[src/design/orb_pkg.sv]
// Constants, types and register map of the overlay register bank.
// Assumes byte-addressed Wishbone: register index on adr[7:2].
package orb_pkg;

    // ------------------------------------------------------------
    // Register indices (byte address = 4 * index)
    // ------------------------------------------------------------
    localparam logic [5:0] PCTL_IDX = 6'h00;
    localparam logic [5:0] NIB_LAST_IDX = 6'h06;
    localparam logic [5:0] BR_BASE_IDX = 6'h10;
    localparam logic [5:0] BR_LAST_IDX = 6'h20;
    localparam logic [5:0] OVL_SEL_IDX = 6'h1a;
    localparam logic [5:0] DIAG_IDX = 6'h1e;
    localparam logic [5:0] OVL_BASE_IDX = 6'h30;
    localparam logic [5:0] OVL_LAST_IDX = 6'h39;
    localparam logic [5:0] DCHAN_PORT_IDX = 6'h3c;
    localparam logic [5:0] DUMP_PORT_IDX = 6'h3d;

    // ------------------------------------------------------------
    // Field positions
    // ------------------------------------------------------------
    localparam int PCTL_SOFT_RESET = 3;
    localparam int PCTL_PWRDN_EN = 2;
    localparam int PCTL_ABS_PWRDN = 1;
    localparam int PCTL_RET_NORMAL = 0;
    localparam int SEL_DUMP = 2;
    localparam int SEL_DCHAN = 1;
    localparam int SEL_INIT = 0;
    localparam int DIAG_SPLIT_RW = 6;
    localparam int OVL_TS_MODE = 6;
    localparam int OVL_IF_MODE = 7;
    localparam int OVL_ANALOG = 9;
    localparam int ASG_B1_EN = 7;
    localparam int ASG_B2_EN = 6;
    localparam int ASG_D_EN = 5;
    localparam int GCI_MODE_EN = 3;
    localparam int IF_LINK_RATE = 4;
    localparam int IF_LONG_FRAME = 3;
    localparam int IF_M4_TRINAL = 0;
    localparam int AN_OPEN_FB = 6;
    localparam int AN_LOOPBACK = 5;

    // ------------------------------------------------------------
    // Reset values
    // ------------------------------------------------------------
    localparam logic [3:0] PCTL_RST = 4'h0;
    localparam logic [2:0] SEL_RST = 3'h0;
    localparam logic [7:0] DIAG_RST = 8'h00;
    localparam logic [7:0] OVL_RST = 8'h00;

    // ------------------------------------------------------------
    // Bit types per register, index 0 = first register of the group
    // ------------------------------------------------------------
    localparam logic [6:0][11:0] NIB_VALID = {12'hfff, 12'h007, 12'h00f, 12'h00f,
        12'h00f, 12'h00f, 12'h00f};
    localparam logic [6:0][11:0] NIB_RDONLY = {12'h000, 12'h000, 12'h000, 12'h00f,
        12'h000, 12'h00f, 12'h000};
    localparam logic [16:0][7:0] BYTE_VALID = {8'hc9, 8'hff, 8'h59, 8'hff, 8'hff,
        8'hff, 8'h07, 8'hfe, 8'hff, 8'hff, 8'hff, 8'hff, 8'hff, 8'hff, 8'hf0, 8'hff, 8'hff};
    localparam logic [16:0][7:0] BYTE_RDONLY = {8'h00, 8'h00, 8'h00, 8'h00, 8'h00,
        8'h00, 8'h00, 8'h00, 8'h00, 8'h00, 8'h00, 8'hff, 8'hff, 8'hff, 8'h00, 8'hff, 8'h00};
    localparam logic [16:0][7:0] BYTE_SPLIT = {8'h00, 8'hff, 8'h00, 8'hff, 8'hff,
        8'hff, 8'h00, 8'h00, 8'hff, 8'h00, 8'h00, 8'h00, 8'h00, 8'h00, 8'h00, 8'h00, 8'h00};

    // ------------------------------------------------------------
    // Types
    // ------------------------------------------------------------
    typedef enum logic [1:0] {
        ORB_IDLE = 2'b00,
        ORB_WAIT = 2'b01,
        ORB_ACK = 2'b10
    } orb_state_t;

    typedef enum logic [2:0] {
        ORB_REG_NONE = 3'b000,
        ORB_REG_NIB = 3'b001,
        ORB_REG_BYTE = 3'b010,
        ORB_REG_OVL = 3'b011,
        ORB_REG_DCHAN = 3'b100,
        ORB_REG_DUMP = 3'b101
    } orb_region_t;

endpackage

[src/design/orb_ram.sv]
// Backing store for the written values of nibble and byte registers.
// Assumes one write and one read per cycle; read data is registered.
module orb_ram (
    input wire logic clk,
    input wire logic we,
    input wire logic [5:0] waddr,
    input wire logic [11:0] wdata,
    input wire logic [5:0] raddr,
    output logic [11:0] rdata
);
    // No reset on the array: software must write before trusting readback
    logic [11:0] mem [0:63];

    always_ff @(posedge clk)
    begin
        if (we)
        begin
            mem[waddr] <= wdata;
        end
        rdata <= mem[raddr];
    end
endmodule

[src/design/orb_port.sv]
// Byte data port: holds a transmit byte with a strobe, captures a received byte.
// Assumes receive data and strobes come from logic on the same clock.
module orb_port (
    input wire logic clk,
    input wire logic rstn,
    input wire logic wr,
    input wire logic [7:0] wdata,
    input wire logic rx_valid,
    input wire logic [7:0] rx_data,
    output logic [7:0] tx_data,
    output logic tx_stb,
    output logic [7:0] rx_q
);
    typedef struct packed {
        logic [7:0] tx;
        logic stb;
        logic [7:0] rx;
    } orb_port_regs_t;

    orb_port_regs_t r_r;
    orb_port_regs_t r_nxt;

    always_comb
    begin
        r_nxt = r_r;
        r_nxt.stb = wr;
        if (wr)
        begin
            r_nxt.tx = wdata;
        end
        if (rx_valid)
        begin
            r_nxt.rx = rx_data;
        end
    end

    always_ff @(posedge clk)
    begin
        if (!rstn)
        begin
            r_r <= '0;
        end
        else
        begin
            r_r <= r_nxt;
        end
    end

    assign tx_data = r_r.tx;
    assign tx_stb = r_r.stb;
    assign rx_q = r_r.rx;
endmodule

[src/design/orb_regbank.sv]
// Overlay register bank of a line transceiver, reached over classic Wishbone.
// Assumes status inputs and port data come from logic on clk.
//
// Register access over Wishbone and the register addresses are this design's own decisions.
module orb_regbank (
    input wire logic clk,
    input wire logic rstn,
    input wire logic wb_cyc_i,
    input wire logic wb_stb_i,
    input wire logic wb_we_i,
    input wire logic [7:0] wb_adr_i,
    input wire logic [3:0] wb_sel_i,
    input wire logic [31:0] wb_dat_i,
    output logic [31:0] wb_dat_o,
    output logic wb_ack_o,
    input wire logic [6:0][11:0] nib_status,
    input wire logic [16:0][7:0] byte_status,
    output logic soft_reset,
    output logic power_down_en,
    output logic abs_power_down,
    output logic return_to_normal,
    output logic [5:0][7:0] timeslot,
    output logic [2:0] asg_enable,
    output logic gci_mode,
    output logic link_long_frame,
    output logic link_rate,
    output logic m4_trinal,
    output logic open_feedback,
    output logic analog_loopback,
    output logic [9:0][7:0] ovl_ctrl,
    output logic [7:0] d_channel_tx,
    output logic d_channel_tx_stb,
    input wire logic d_channel_rx_valid,
    input wire logic [7:0] d_channel_rx,
    output logic d_channel_rd,
    output logic [7:0] dump_wdata,
    output logic dump_wr,
    input wire logic dump_load,
    input wire logic [7:0] dump_value,
    output logic dump_rd
);
    typedef struct packed {
        orb_pkg::orb_state_t st;
        logic ack;
        logic [31:0] dat;
        logic [3:0] pctl;
        logic [2:0] osel;
        logic [7:0] diag;
        logic [9:0][7:0] ovl;
        logic dchan_rd;
        logic dump_rd;
    } orb_regs_t;

    orb_regs_t r_r;
    orb_regs_t r_nxt;

    logic [5:0] idx;
    orb_pkg::orb_region_t region;
    logic [11:0] ram_q;
    logic ram_we;
    logic [11:0] ram_wdata;
    logic dchan_wr;
    logic dump_wr_req;
    logic [7:0] dchan_rx_q;
    logic [7:0] dump_q;
    logic [11:0] rd_val;
    logic [11:0] wr_merge;
    logic [4:0] bidx;
    logic [2:0] nidx;
    logic [3:0] oidx;

    // ------------------------------------------------------------
    // Address decode
    // ------------------------------------------------------------
    function automatic orb_pkg::orb_region_t orb_decode(input logic [5:0] a,
        input logic [2:0] sel);
        orb_pkg::orb_region_t rg;
        rg = orb_pkg::ORB_REG_NONE;
        if (a <= orb_pkg::NIB_LAST_IDX)
        begin
            rg = orb_pkg::ORB_REG_NIB;
        end
        else if (a >= orb_pkg::BR_BASE_IDX && a <= orb_pkg::BR_LAST_IDX)
        begin
            rg = orb_pkg::ORB_REG_BYTE;
        end
        // Unselected overlay addresses fall through to unmapped
        else if (a >= orb_pkg::OVL_BASE_IDX && a <= orb_pkg::OVL_LAST_IDX
            && sel[orb_pkg::SEL_INIT])
        begin
            rg = orb_pkg::ORB_REG_OVL;
        end
        else if (a == orb_pkg::DCHAN_PORT_IDX && sel[orb_pkg::SEL_DCHAN])
        begin
            rg = orb_pkg::ORB_REG_DCHAN;
        end
        else if (a == orb_pkg::DUMP_PORT_IDX && sel[orb_pkg::SEL_DUMP])
        begin
            rg = orb_pkg::ORB_REG_DUMP;
        end
        return rg;
    endfunction

    assign idx = wb_adr_i[7:2];
    assign region = orb_decode(idx, r_r.osel);
    assign bidx = 5'(idx - orb_pkg::BR_BASE_IDX);
    assign nidx = idx[2:0];
    assign oidx = 4'(idx - orb_pkg::OVL_BASE_IDX);

    // ------------------------------------------------------------
    // Written-value store and data ports
    // ------------------------------------------------------------
    orb_ram u_ram (
        .clk(clk),
        .we(ram_we),
        .waddr(idx),
        .wdata(ram_wdata),
        .raddr(idx),
        .rdata(ram_q)
    );

    orb_port u_dchan (
        .clk(clk),
        .rstn(rstn),
        .wr(dchan_wr),
        .wdata(wb_dat_i[7:0]),
        .rx_valid(d_channel_rx_valid),
        .rx_data(d_channel_rx),
        .tx_data(d_channel_tx),
        .tx_stb(d_channel_tx_stb),
        .rx_q(dchan_rx_q)
    );

    orb_port u_dump (
        .clk(clk),
        .rstn(rstn),
        .wr(dump_wr_req),
        .wdata(wb_dat_i[7:0]),
        .rx_valid(dump_load),
        .rx_data(dump_value),
        .tx_data(dump_wdata),
        .tx_stb(dump_wr),
        .rx_q(dump_q)
    );

    // ------------------------------------------------------------
    // Read value and byte-lane merge
    // ------------------------------------------------------------
    always_comb
    begin
        logic [11:0] stat;
        logic [11:0] rdonly;
        logic [11:0] split;
        logic [11:0] valid;
        stat = '0;
        rdonly = '0;
        split = '0;
        valid = '0;
        rd_val = '0;
        wr_merge[11:8] = wb_sel_i[1] ? wb_dat_i[11:8] : ram_q[11:8];
        wr_merge[7:0] = wb_sel_i[0] ? wb_dat_i[7:0] : ram_q[7:0];
        unique case (region)
            orb_pkg::ORB_REG_NIB:
            begin
                stat = nib_status[nidx];
                rdonly = orb_pkg::NIB_RDONLY[nidx];
                valid = orb_pkg::NIB_VALID[nidx];
            end
            orb_pkg::ORB_REG_BYTE:
            begin
                stat = {4'h0, byte_status[bidx]};
                rdonly = {4'h0, orb_pkg::BYTE_RDONLY[bidx]};
                split = {4'h0, orb_pkg::BYTE_SPLIT[bidx]};
                valid = {4'h0, orb_pkg::BYTE_VALID[bidx]};
            end
            default:
            begin
            end
        endcase
        unique case (region)
            orb_pkg::ORB_REG_NIB, orb_pkg::ORB_REG_BYTE:
            begin
                rd_val = (ram_q & ~rdonly & ~split) | (stat & rdonly);
                if (r_r.diag[orb_pkg::DIAG_SPLIT_RW])
                begin
                    rd_val = rd_val | (ram_q & split);
                end
                else
                begin
                    rd_val = rd_val | (stat & split);
                end
                rd_val = rd_val & valid;
                if (idx == orb_pkg::PCTL_IDX)
                begin
                    // Hidden while in absolute power-down
                    rd_val = r_r.pctl[orb_pkg::PCTL_ABS_PWRDN] ? 12'h000
                        : {8'h00, r_r.pctl};
                end
                else if (idx == orb_pkg::OVL_SEL_IDX)
                begin
                    rd_val = {9'h000, r_r.osel};
                end
                else if (idx == orb_pkg::DIAG_IDX)
                begin
                    rd_val = {4'h0, r_r.diag};
                end
            end
            orb_pkg::ORB_REG_OVL: rd_val = {4'h0, r_r.ovl[oidx]};
            orb_pkg::ORB_REG_DCHAN: rd_val = {4'h0, dchan_rx_q};
            orb_pkg::ORB_REG_DUMP: rd_val = {4'h0, dump_q};
            default: rd_val = '0;
        endcase
    end

    // ------------------------------------------------------------
    // Bus sequencing and register writes
    // ------------------------------------------------------------
    always_comb
    begin
        logic wr_now;
        wr_now = (r_r.st == orb_pkg::ORB_WAIT) && wb_cyc_i && wb_stb_i && wb_we_i;
        r_nxt = r_r;
        r_nxt.dchan_rd = 1'b0;
        r_nxt.dump_rd = 1'b0;
        ram_we = 1'b0;
        ram_wdata = wr_merge;
        dchan_wr = 1'b0;
        dump_wr_req = 1'b0;
        unique case (r_r.st)
            orb_pkg::ORB_IDLE:
            begin
                r_nxt.ack = 1'b0;
                if (wb_cyc_i && wb_stb_i)
                begin
                    r_nxt.st = orb_pkg::ORB_WAIT;
                end
            end
            orb_pkg::ORB_WAIT:
            begin
                // One cycle for the store's registered read
                r_nxt.st = orb_pkg::ORB_ACK;
                r_nxt.ack = 1'b1;
                r_nxt.dat = {20'h00000, rd_val};
                if (!wb_we_i)
                begin
                    r_nxt.dchan_rd = (region == orb_pkg::ORB_REG_DCHAN);
                    r_nxt.dump_rd = (region == orb_pkg::ORB_REG_DUMP);
                end
            end
            orb_pkg::ORB_ACK:
            begin
                r_nxt.st = orb_pkg::ORB_IDLE;
                r_nxt.ack = 1'b0;
            end
            default:
            begin
                r_nxt.st = orb_pkg::ORB_IDLE;
                r_nxt.ack = 1'b0;
            end
        endcase
        if (wr_now && wb_sel_i[0])
        begin
            unique case (region)
                orb_pkg::ORB_REG_NIB, orb_pkg::ORB_REG_BYTE:
                begin
                    // Store every written value; read-only bits mask it on read
                    ram_we = 1'b1;
                    if (idx == orb_pkg::PCTL_IDX)
                    begin
                        r_nxt.pctl = wb_dat_i[3:0];
                    end
                    else if (idx == orb_pkg::OVL_SEL_IDX)
                    begin
                        r_nxt.osel = wb_dat_i[2:0];
                    end
                    else if (idx == orb_pkg::DIAG_IDX)
                    begin
                        r_nxt.diag = wb_dat_i[7:0] & orb_pkg::BYTE_VALID[bidx];
                    end
                end
                orb_pkg::ORB_REG_OVL: r_nxt.ovl[oidx] = wb_dat_i[7:0];
                orb_pkg::ORB_REG_DCHAN: dchan_wr = 1'b1;
                orb_pkg::ORB_REG_DUMP: dump_wr_req = 1'b1;
                default:
                begin
                end
            endcase
        end
        else if (wr_now && wb_sel_i[1] && region == orb_pkg::ORB_REG_NIB)
        begin
            ram_we = 1'b1;
        end
    end

    // Only the hardware reset pin clears these; soft reset is just an output
    always_ff @(posedge clk)
    begin
        if (!rstn)
        begin
            r_r <= '{st: orb_pkg::ORB_IDLE, ack: 1'b0, dat: 32'h00000000,
                pctl: orb_pkg::PCTL_RST, osel: orb_pkg::SEL_RST,
                diag: orb_pkg::DIAG_RST, ovl: {10{orb_pkg::OVL_RST}},
                dchan_rd: 1'b0, dump_rd: 1'b0};
        end
        else
        begin
            r_r <= r_nxt;
        end
    end

    // ------------------------------------------------------------
    // Outputs
    // ------------------------------------------------------------
    assign wb_ack_o = r_r.ack;
    assign wb_dat_o = r_r.dat;
    assign soft_reset = r_r.pctl[orb_pkg::PCTL_SOFT_RESET];
    assign power_down_en = r_r.pctl[orb_pkg::PCTL_PWRDN_EN];
    assign abs_power_down = r_r.pctl[orb_pkg::PCTL_ABS_PWRDN];
    assign return_to_normal = r_r.pctl[orb_pkg::PCTL_RET_NORMAL];
    assign timeslot = r_r.ovl[5:0];
    assign asg_enable = {r_r.ovl[orb_pkg::OVL_TS_MODE][orb_pkg::ASG_B1_EN],
        r_r.ovl[orb_pkg::OVL_TS_MODE][orb_pkg::ASG_B2_EN],
        r_r.ovl[orb_pkg::OVL_TS_MODE][orb_pkg::ASG_D_EN]};
    assign gci_mode = r_r.ovl[orb_pkg::OVL_TS_MODE][orb_pkg::GCI_MODE_EN];
    assign link_long_frame = r_r.ovl[orb_pkg::OVL_IF_MODE][orb_pkg::IF_LONG_FRAME];
    assign link_rate = r_r.ovl[orb_pkg::OVL_IF_MODE][orb_pkg::IF_LINK_RATE];
    assign m4_trinal = r_r.ovl[orb_pkg::OVL_IF_MODE][orb_pkg::IF_M4_TRINAL];
    assign open_feedback = r_r.ovl[orb_pkg::OVL_ANALOG][orb_pkg::AN_OPEN_FB];
    assign analog_loopback = r_r.ovl[orb_pkg::OVL_ANALOG][orb_pkg::AN_LOOPBACK];
    assign ovl_ctrl = r_r.ovl;
    assign d_channel_rd = r_r.dchan_rd;
    assign dump_rd = r_r.dump_rd;
endmodule

[config.mk]
export PLATFORM = sky130hd
export DESIGN_NAME = orb_regbank
export DESIGN_NICKNAME = d
export VERILOG_FILES = /design/src/design/orb_pkg.sv /design/src/design/orb_ram.sv /design/src/design/orb_port.sv /design/src/design/orb_regbank.sv
export SDC_FILE = /design/constraint.sdc
export NUM_CORES = 1
export LEC_CHECK = 0
export ABC_AREA = 1
export ABC_CLOCK_PERIOD_IN_PS = 5600
export CAP_MARGIN = 40
export CORE_ASPECT_RATIO = 1.5
export CORE_MARGIN = 2
export CORE_UTILIZATION = 55
export CTS_CLUSTER_DIAMETER = 200
export CTS_CLUSTER_SIZE = 12
export DETAILED_ROUTE_END_ITERATION = 16
export DONT_BUFFER_PORTS = 1
export PLACE_DENSITY = 0.81
export REMOVE_ABC_BUFFERS = 1
export SETUP_SLACK_MARGIN = 0.5
export SLEW_MARGIN = 20
export SYNTH_ARGS = -nofsm -noshare
export SYNTH_HDL_FRONTEND = slang
export SYNTH_SLANG_ARGS = --single-unit
[constraint.sdc]
create_clock -name clk -period 5.6 [get_ports clk]
set_input_delay 0.84 -clock clk [delete_from_list [all_inputs] [get_ports clk]]
set_output_delay 0.84 -clock clk [all_outputs]
set_load 0.02 [all_outputs]
# ---- Yosys cells after proc, flatten, opt, wreduce, memory -nomap -nowiden
# Memory sizes are Yosys's and may differ from the RTL's. A register that Yosys moved wholly into a read port is not among the register bits.
# Index checks and enable logic that the tools add are counted.
# W data, S select, Z words.
dict set report word_totals {
  elab_cells 132
  ff_bits 146
  input_bits 287
  mem_bits_ro 960
  output_inout_bits 194
  mem_count 6
  ram_bits 768
}
dict set report classes {
  addsub 2
  n_mux 43
  bitwise 16
  eq_ne 11
  magnitude_cmp 9
  n_reduce_logical 21
}
# name depth width rd rd_clocked_by_memory_dff write_ports line
set mem_list {}
lappend mem_list {u_ram.mem 64 12 1 1 1 orb_ram.sv:12} ;# logic [11:0] mem [0:63];
lappend mem_list {{(name not given)} 32 8 1 0 0 orb_regbank.sv:278} ;# r_nxt.diag = wb_dat_i[7:0] & orb_pkg::BYTE_VALID[bidx];
lappend mem_list {{(name not given)} 32 8 1 0 0 orb_regbank.sv:173} ;# split = {4'h0, orb_pkg::BYTE_SPLIT[bidx]};
lappend mem_list {{(name not given)} 32 8 1 0 0 orb_regbank.sv:172} ;# rdonly = {4'h0, orb_pkg::BYTE_RDONLY[bidx]};
lappend mem_list {{(name not given)} 8 12 1 0 0 orb_regbank.sv:167} ;# valid = orb_pkg::NIB_VALID[nidx];
lappend mem_list {{(name not given)} 8 12 1 0 0 orb_regbank.sv:166} ;# rdonly = orb_pkg::NIB_RDONLY[nidx];
# cell count
set op_table {}
lappend op_table {{$mux W12} 8}
lappend op_table {{$bwmux W80} 1}
lappend op_table {{$and A12 B12 Y12} 6}
lappend op_table {{$pmux W12 S2} 3}
lappend op_table {{$mux W8} 8}
lappend op_table {{$pmux W12 S4} 1}
lappend op_table {{$bmux W8 S5} 1}
lappend op_table {{$bmux W12 S3} 1}
lappend op_table {{$or A12 B12 Y12} 3}
lappend op_table {{$bmux W8 S4} 1}
lappend op_table {{$demux W8 S4} 1}
lappend op_table {{$not A12 Y12} 2}
lappend op_table {{$mux W3} 5}
lappend op_table {{$logic_and A1 B1 Y1} 13}
lappend op_table {{$eq A6 B5 Y1 const B} 2}
lappend op_table {{$eq A6 B6 Y1 const B} 2}
lappend op_table {{$le A6 B6 Y1 const B} 2}
lappend op_table {{$mux W1} 9}
lappend op_table {{$and A8 B8 Y8} 1}
lappend op_table {{$mux W4} 2}
lappend op_table {{$eq A3 B2 Y1 const B} 2}
lappend op_table {{$eq A3 B3 Y1 const B} 2}
lappend op_table {{$ge A6 B5 Y1 const B} 1}
lappend op_table {{$ge A6 B6 Y1 const B} 1}
lappend op_table {{21 further kinds} 24}

# ---- Depth between registers and ports, before layout
dict set report logic_depth {
  depth_word 21
  depth_mapped 21
  mapped_depth_nobuf 18
}

# ---- Cells and area by module
# A second synthesis with hierarchy kept.
dict set report hier_totals {
  hier_cells 4230
  area_unflattened_um2 41833.9
}
# mod cells_per_inst seq_area_each_um2 area_per_inst_um2 n_inst
set modules_own_cells {}
lappend modules_own_cells {orb_ram 2661 23302.3 31675.4 1}
lappend modules_own_cells {orb_regbank 1359 2242.2 8687.1 1}
lappend modules_own_cells {orb_port 105 340.3 735.7 2}

# ---- Least setup slack after synthesis
# No wires, ideal clock.
dict set report synth_path {
  path_kind {input to register}
  from {in wb_dat_i[1]}
  to {mem u_ram.mem[0][1] (data pin)}
  t_required_ns 4.898
  arrival_time_ns 3.772
  setup_ns 0.702
  path_buffers 1
  path_stages 3
  setup_slack_ns 1.127
  path_cell_list {clkbuf_1 -> inv_1 -> o21ai_0}
}
dict set report synth_via {
  elab_chain_len 1
}
# item line
set synth_rtl {}
lappend synth_rtl {{start, declared} orb_regbank.sv:13} ;# input wire logic [31:0] wb_dat_i,
lappend synth_rtl {{$mux W8} orb_regbank.sv:161} ;# wr_merge[7:0] = wb_sel_i[0] ? wb_dat_i[7:0] : ram_q[7:0];
lappend synth_rtl {{net ram_wdata[1]} orb_regbank.sv:61} ;# logic [11:0] ram_wdata;
lappend synth_rtl {{end, declared} orb_ram.sv:12}
# The timed path passes the listed nets, and every way through them passes these cells.

# ---- Worst setup path after layout
dict set report layout_path {
  from {in wb_adr_i[2]}
  to {mem u_ram.mem[22][10], enable pin}
}
dict set report layout_via {
  elab_chain_len 13
  word_cells_on_any_way 26
  cone_classes {order compare (5); eq/ne (4); mux (10); reduce/logical (7)}
}
# item line
set layout_rtl {}
lappend layout_rtl {{start, declared} orb_regbank.sv:11} ;# input wire logic [7:0] wb_adr_i,
lappend layout_rtl {{branches (longest 13 deep; another with $ge A6 B6 Y1)} --}
# Several ways; the timed one is not identified.

==> reports/results.tsv <==
stage	metric	value	unit
critical_path	timing.critical_path.from_type	input pin	
timing	hold_violations	0	
logic_synthesis	ys_seq_area_share	68.59	%
grt	track_usage	35.42	%
grt	largest_net_degree_at_the_start_of_global_routing	99	
route	wire_per_inst	27.69	µm
logic_synthesis	synth-seq-cells	926	
timing	max_freq	251.5	MHz
logic_synthesis	synth_flop_cell	sky130_fd_sc_hd__edfxtp_1	
timing	report.final.setup_viol	0	
grt	grt_pass1_wl	177600	µm
timing	min_period	3976	ps
critical_path	worst-endpoint-required	5940	ps
power	pwr_density_cell	339.8	nW/µm²
floorplan	total_core_area	68950	µm²
critical_path	largest_driver_fanout_on_the_critical_path	75	
route	drt.antenna.violating_nets	0	
timing	skew	30.80	ps
timing	worstMarginPinSlew	965.4	ps
cts	cts-htree-levels	3	
flow_run	drv.max_cap_violation_count	0	
cts	cts.sinks	926	
finish	final_core_util	62.21	%
route	route.detailed.drc	0	
critical_path	worst_setup_path_class	input pin to flop	
floorplan	die_width	219.3	µm
power	static-leakage-power	15.86	nW
critical_path	crit_arrival	4320	ps
finish	finish.cell_count_without_fillers	4509	
timing	rsz_0062_raised_after_global_routing	no	
logic_synthesis	synth_area	38230	µm²
timing	max_slew_margin	35.55	%
critical_path	worst_reg2reg_path_startpoint	r_r[130]$_SDFFE_PN0P_	
outcome	outcome	finished, final reports clean	
cts	cts_post_setup_buffers_inserted	0	
finish	multi_input_comb_area	11340	µm²
logic_synthesis	ys_warn_count	0	
placement	place_hpwl	75970	µm
grt	first_global_vias	26250	
placement	place.gp.congestion	0.9777	
finish	synthToLayoutAreaGrowth	12.18	%
min_path	worstHoldStart	rstn	
route	drt_iter0_drc	3799	
finish	final_layout_size_suffix_gt1_share	8.505	%
grt	gr-total-overflow	0	
timing	post_route_fraction_of_the_period_consumed_by_the_critical_path	71.00	%
route	route.detailed.vias_per_inst	6.048	
placement	port_buffers	0	
cts	cts.clk_slew.worst_paths	60	ps
finish	finish.net_count	3833	
finish	mostFrequentLayoutCells	sky130_fd_sc_hd__edfxtp_1, sky130_fd_sc_hd__nand2_1, sky130_fd_sc_hd__conb_1	
critical_path	endpoint_kind	flop	
finish	filler_cell_count	5033	
cts	number_of_buffers_added_by_the_clock_tree_synthesis_step	87	
route	routed_wl	124800	µm
cts	cts_resized	0	
finish	regArea	26230	µm²
cts	worst_skew_pair.late_latency	670	ps
floorplan	core.rowCount	118	
cts	cts_tree	built	
floorplan	die-height	326.9	µm
logic_synthesis	synth_enable_flop_cells	768	
cts	clockBufferDepth	3	
cts	cts_hold_buf	0	
placement	place_ws	1379	ps
floorplan	die_area	71680	µm²
route	drt_first_pass_iters	7	
grt	antenna_found_initial	31	
timing	report.final.slew_viol_count	0	
finish	leading_cell_type_in_the_layout_fill_and_taps_excluded	sky130_fd_sc_hd__edfxtp_1	
placement	placedCellCount	4330	
logic_synthesis	async_reset_ff_share	0	%
cts	clockRootBuffer	sky130_fd_sc_hd__clkbuf_16	
logic_synthesis	synthesis.area_per_instance	11.98	µm²
floorplan	initial_core_util	55.45	%
logic_synthesis	ys_types	61	
min_path	worst_min_delay_path_category	input pin to flop	
route	dr_total_vias	27270	
logic_synthesis	synth_cells	3191	
timing	setup_tns	0	ps
timing	setup_ws	1624	ps
floorplan	io-pin-count	481	
power	max-vdd-ir-drop	0.0002607	V
critical_path	cp-startpoint	wb_adr_i[2]	
-- kinds of logic after synthesis --
family / count (synthesis) / synth area share (%)
other: 1 / 0.009808
flip-flops: 926 / 68.59
buffers and inverters: 490 / 6.954
adder cells (fa/ha/maj): 6 / 0.1963
AO/OA/AOI/OAI: 671 / 11.54
multiplexers: 4 / 0.1178
AND/OR/NAND/NOR: 1093 / 12.60
-- worst paths after layout --
path	end	slack, ps	depth (start not counted)
hold / removal	u_dump.rx_q[4]$_SDFFE_PN0P_	320	2
setup reg to reg	u_ram.mem[22][10]$_DFFE_PP_	2200	11
setup / recovery	u_ram.mem[22][10]$_DFFE_PP_	1620	11
hold reg to reg	r_r[130]$_SDFFE_PN0P_	420	1
-- critical path, stage by stage --
cell                      delay, ps
sky130_fd_sc_hd__inv_6          570
sky130_fd_sc_hd__ha_1           290
sky130_fd_sc_hd__inv_1          150
sky130_fd_sc_hd__a21oi_4        320
sky130_fd_sc_hd__nor2_2         140
sky130_fd_sc_hd__nor2_2         210
sky130_fd_sc_hd__a31oi_2        170
sky130_fd_sc_hd__inv_1          260
sky130_fd_sc_hd__nand2_1        140
sky130_fd_sc_hd__nor2_1         680
sky130_fd_sc_hd__buf_4          320
-- sequential cells by signal (all words and copies together) (netlist names), 3 cells and up --
signal,flops
u_ram.mem,768
ovl_ctrl,71
r_r,13
u_ram.rdata,12
wb_dat_o,12
u_dchan.rx_q,8
u_dchan.tx_data,8
u_dump.rx_q,8
u_dump.tx_data,8
asg_enable,3
-- layout make-up --
class / instances / share of cell area (%)
clock buffers: 141 / 5.647
clock inverters: 6 / 0.2159
diodes: 11 / 0.06418
well taps: 900 / 2.625
repair buffers: 98 / 2.392
inverters: 165 / 1.476
multi-input cells: 2262 / 26.43
flip-flops and latches: 926 / 61.15
-- per-stage QoR --
stage | power [mW] | area (µm²) | hold slack, ps
floorplan | 8.790 | 38040 | 399.3
global placement | 9.113 | 39850 | 411.2
detailed placement | 9.183 | 40030 | 416.7
CTS | 14.49 | 42550 | 319.9
global route | 14.93 | 42880 | 320.6
finish | 14.57 | 42890 | 319.3
-- power by group --
group,internal [mW],switching [mW],total [mW]
logic,0.247,0.778,1.03
registers,7.98,0.116,8.10
clock network,2.96,2.49,5.45
-- layer usage --
layer	GRT usage [%]	part of all wire, %	vias to the layer above
met5	0.6803	0.20	-
met4	29.05	9.7	32
met3	19.44	16	630
met2	52.79	45	2076
met1	36.27	29	12930
li1	-	-	11600
-- cell usage after synthesis, types with 4 or more instances --
master | number | area (µm²)
sky130_fd_sc_hd__o22ai_1 | 35 | 219.0
sky130_fd_sc_hd__a211oi_2 | 8 | 100.1
sky130_fd_sc_hd__nor2_1 | 213 | 799.5
sky130_fd_sc_hd__a21oi_1 | 139 | 695.7
sky130_fd_sc_hd__buf_6 | 11 | 123.9
sky130_fd_sc_hd__nand2_2 | 9 | 56.30
sky130_fd_sc_hd__buf_2 | 56 | 280.3
sky130_fd_sc_hd__or2_2 | 5 | 31.28
sky130_fd_sc_hd__buf_1 | 11 | 41.29
sky130_fd_sc_hd__nor2_2 | 9 | 56.30
sky130_fd_sc_hd__ha_1 | 6 | 75.07
sky130_fd_sc_hd__nor3_4 | 4 | 65.06
sky130_fd_sc_hd__a22oi_1 | 125 | 938.4
sky130_fd_sc_hd__inv_2 | 18 | 67.56
sky130_fd_sc_hd__o211ai_1 | 6 | 45.04
sky130_fd_sc_hd__nand3b_1 | 10 | 75.07
sky130_fd_sc_hd__mux2_2 | 4 | 45.04
sky130_fd_sc_hd__nand4_1 | 94 | 588.1
sky130_fd_sc_hd__a221oi_1 | 52 | 455.4
sky130_fd_sc_hd__nand2_1 | 630 | 2365
sky130_fd_sc_hd__edfxtp_1 | 768 | 23060
sky130_fd_sc_hd__a22o_1 | 36 | 315.3
sky130_fd_sc_hd__inv_1 | 138 | 518.0
sky130_fd_sc_hd__o21ai_0 | 170 | 850.8
sky130_fd_sc_hd__a211oi_1 | 38 | 285.3
sky130_fd_sc_hd__or2_1 | 7 | 43.79
sky130_fd_sc_hd__clkbuf_1 | 72 | 270.3
sky130_fd_sc_hd__dfxtp_1 | 158 | 3163
sky130_fd_sc_hd__o2111ai_1 | 15 | 131.4
sky130_fd_sc_hd__nand3_1 | 71 | 355.3
sky130_fd_sc_hd__nor3_1 | 14 | 70.07
sky130_fd_sc_hd__nor2_4 | 10 | 112.6
sky130_fd_sc_hd__o21ai_1 | 22 | 110.1
sky130_fd_sc_hd__clkinv_1 | 5 | 18.77
sky130_fd_sc_hd__buf_4 | 174 | 1306
sky130_fd_sc_hd__a221oi_2 | 5 | 75.07
Power figures use the tool's default switching activity.
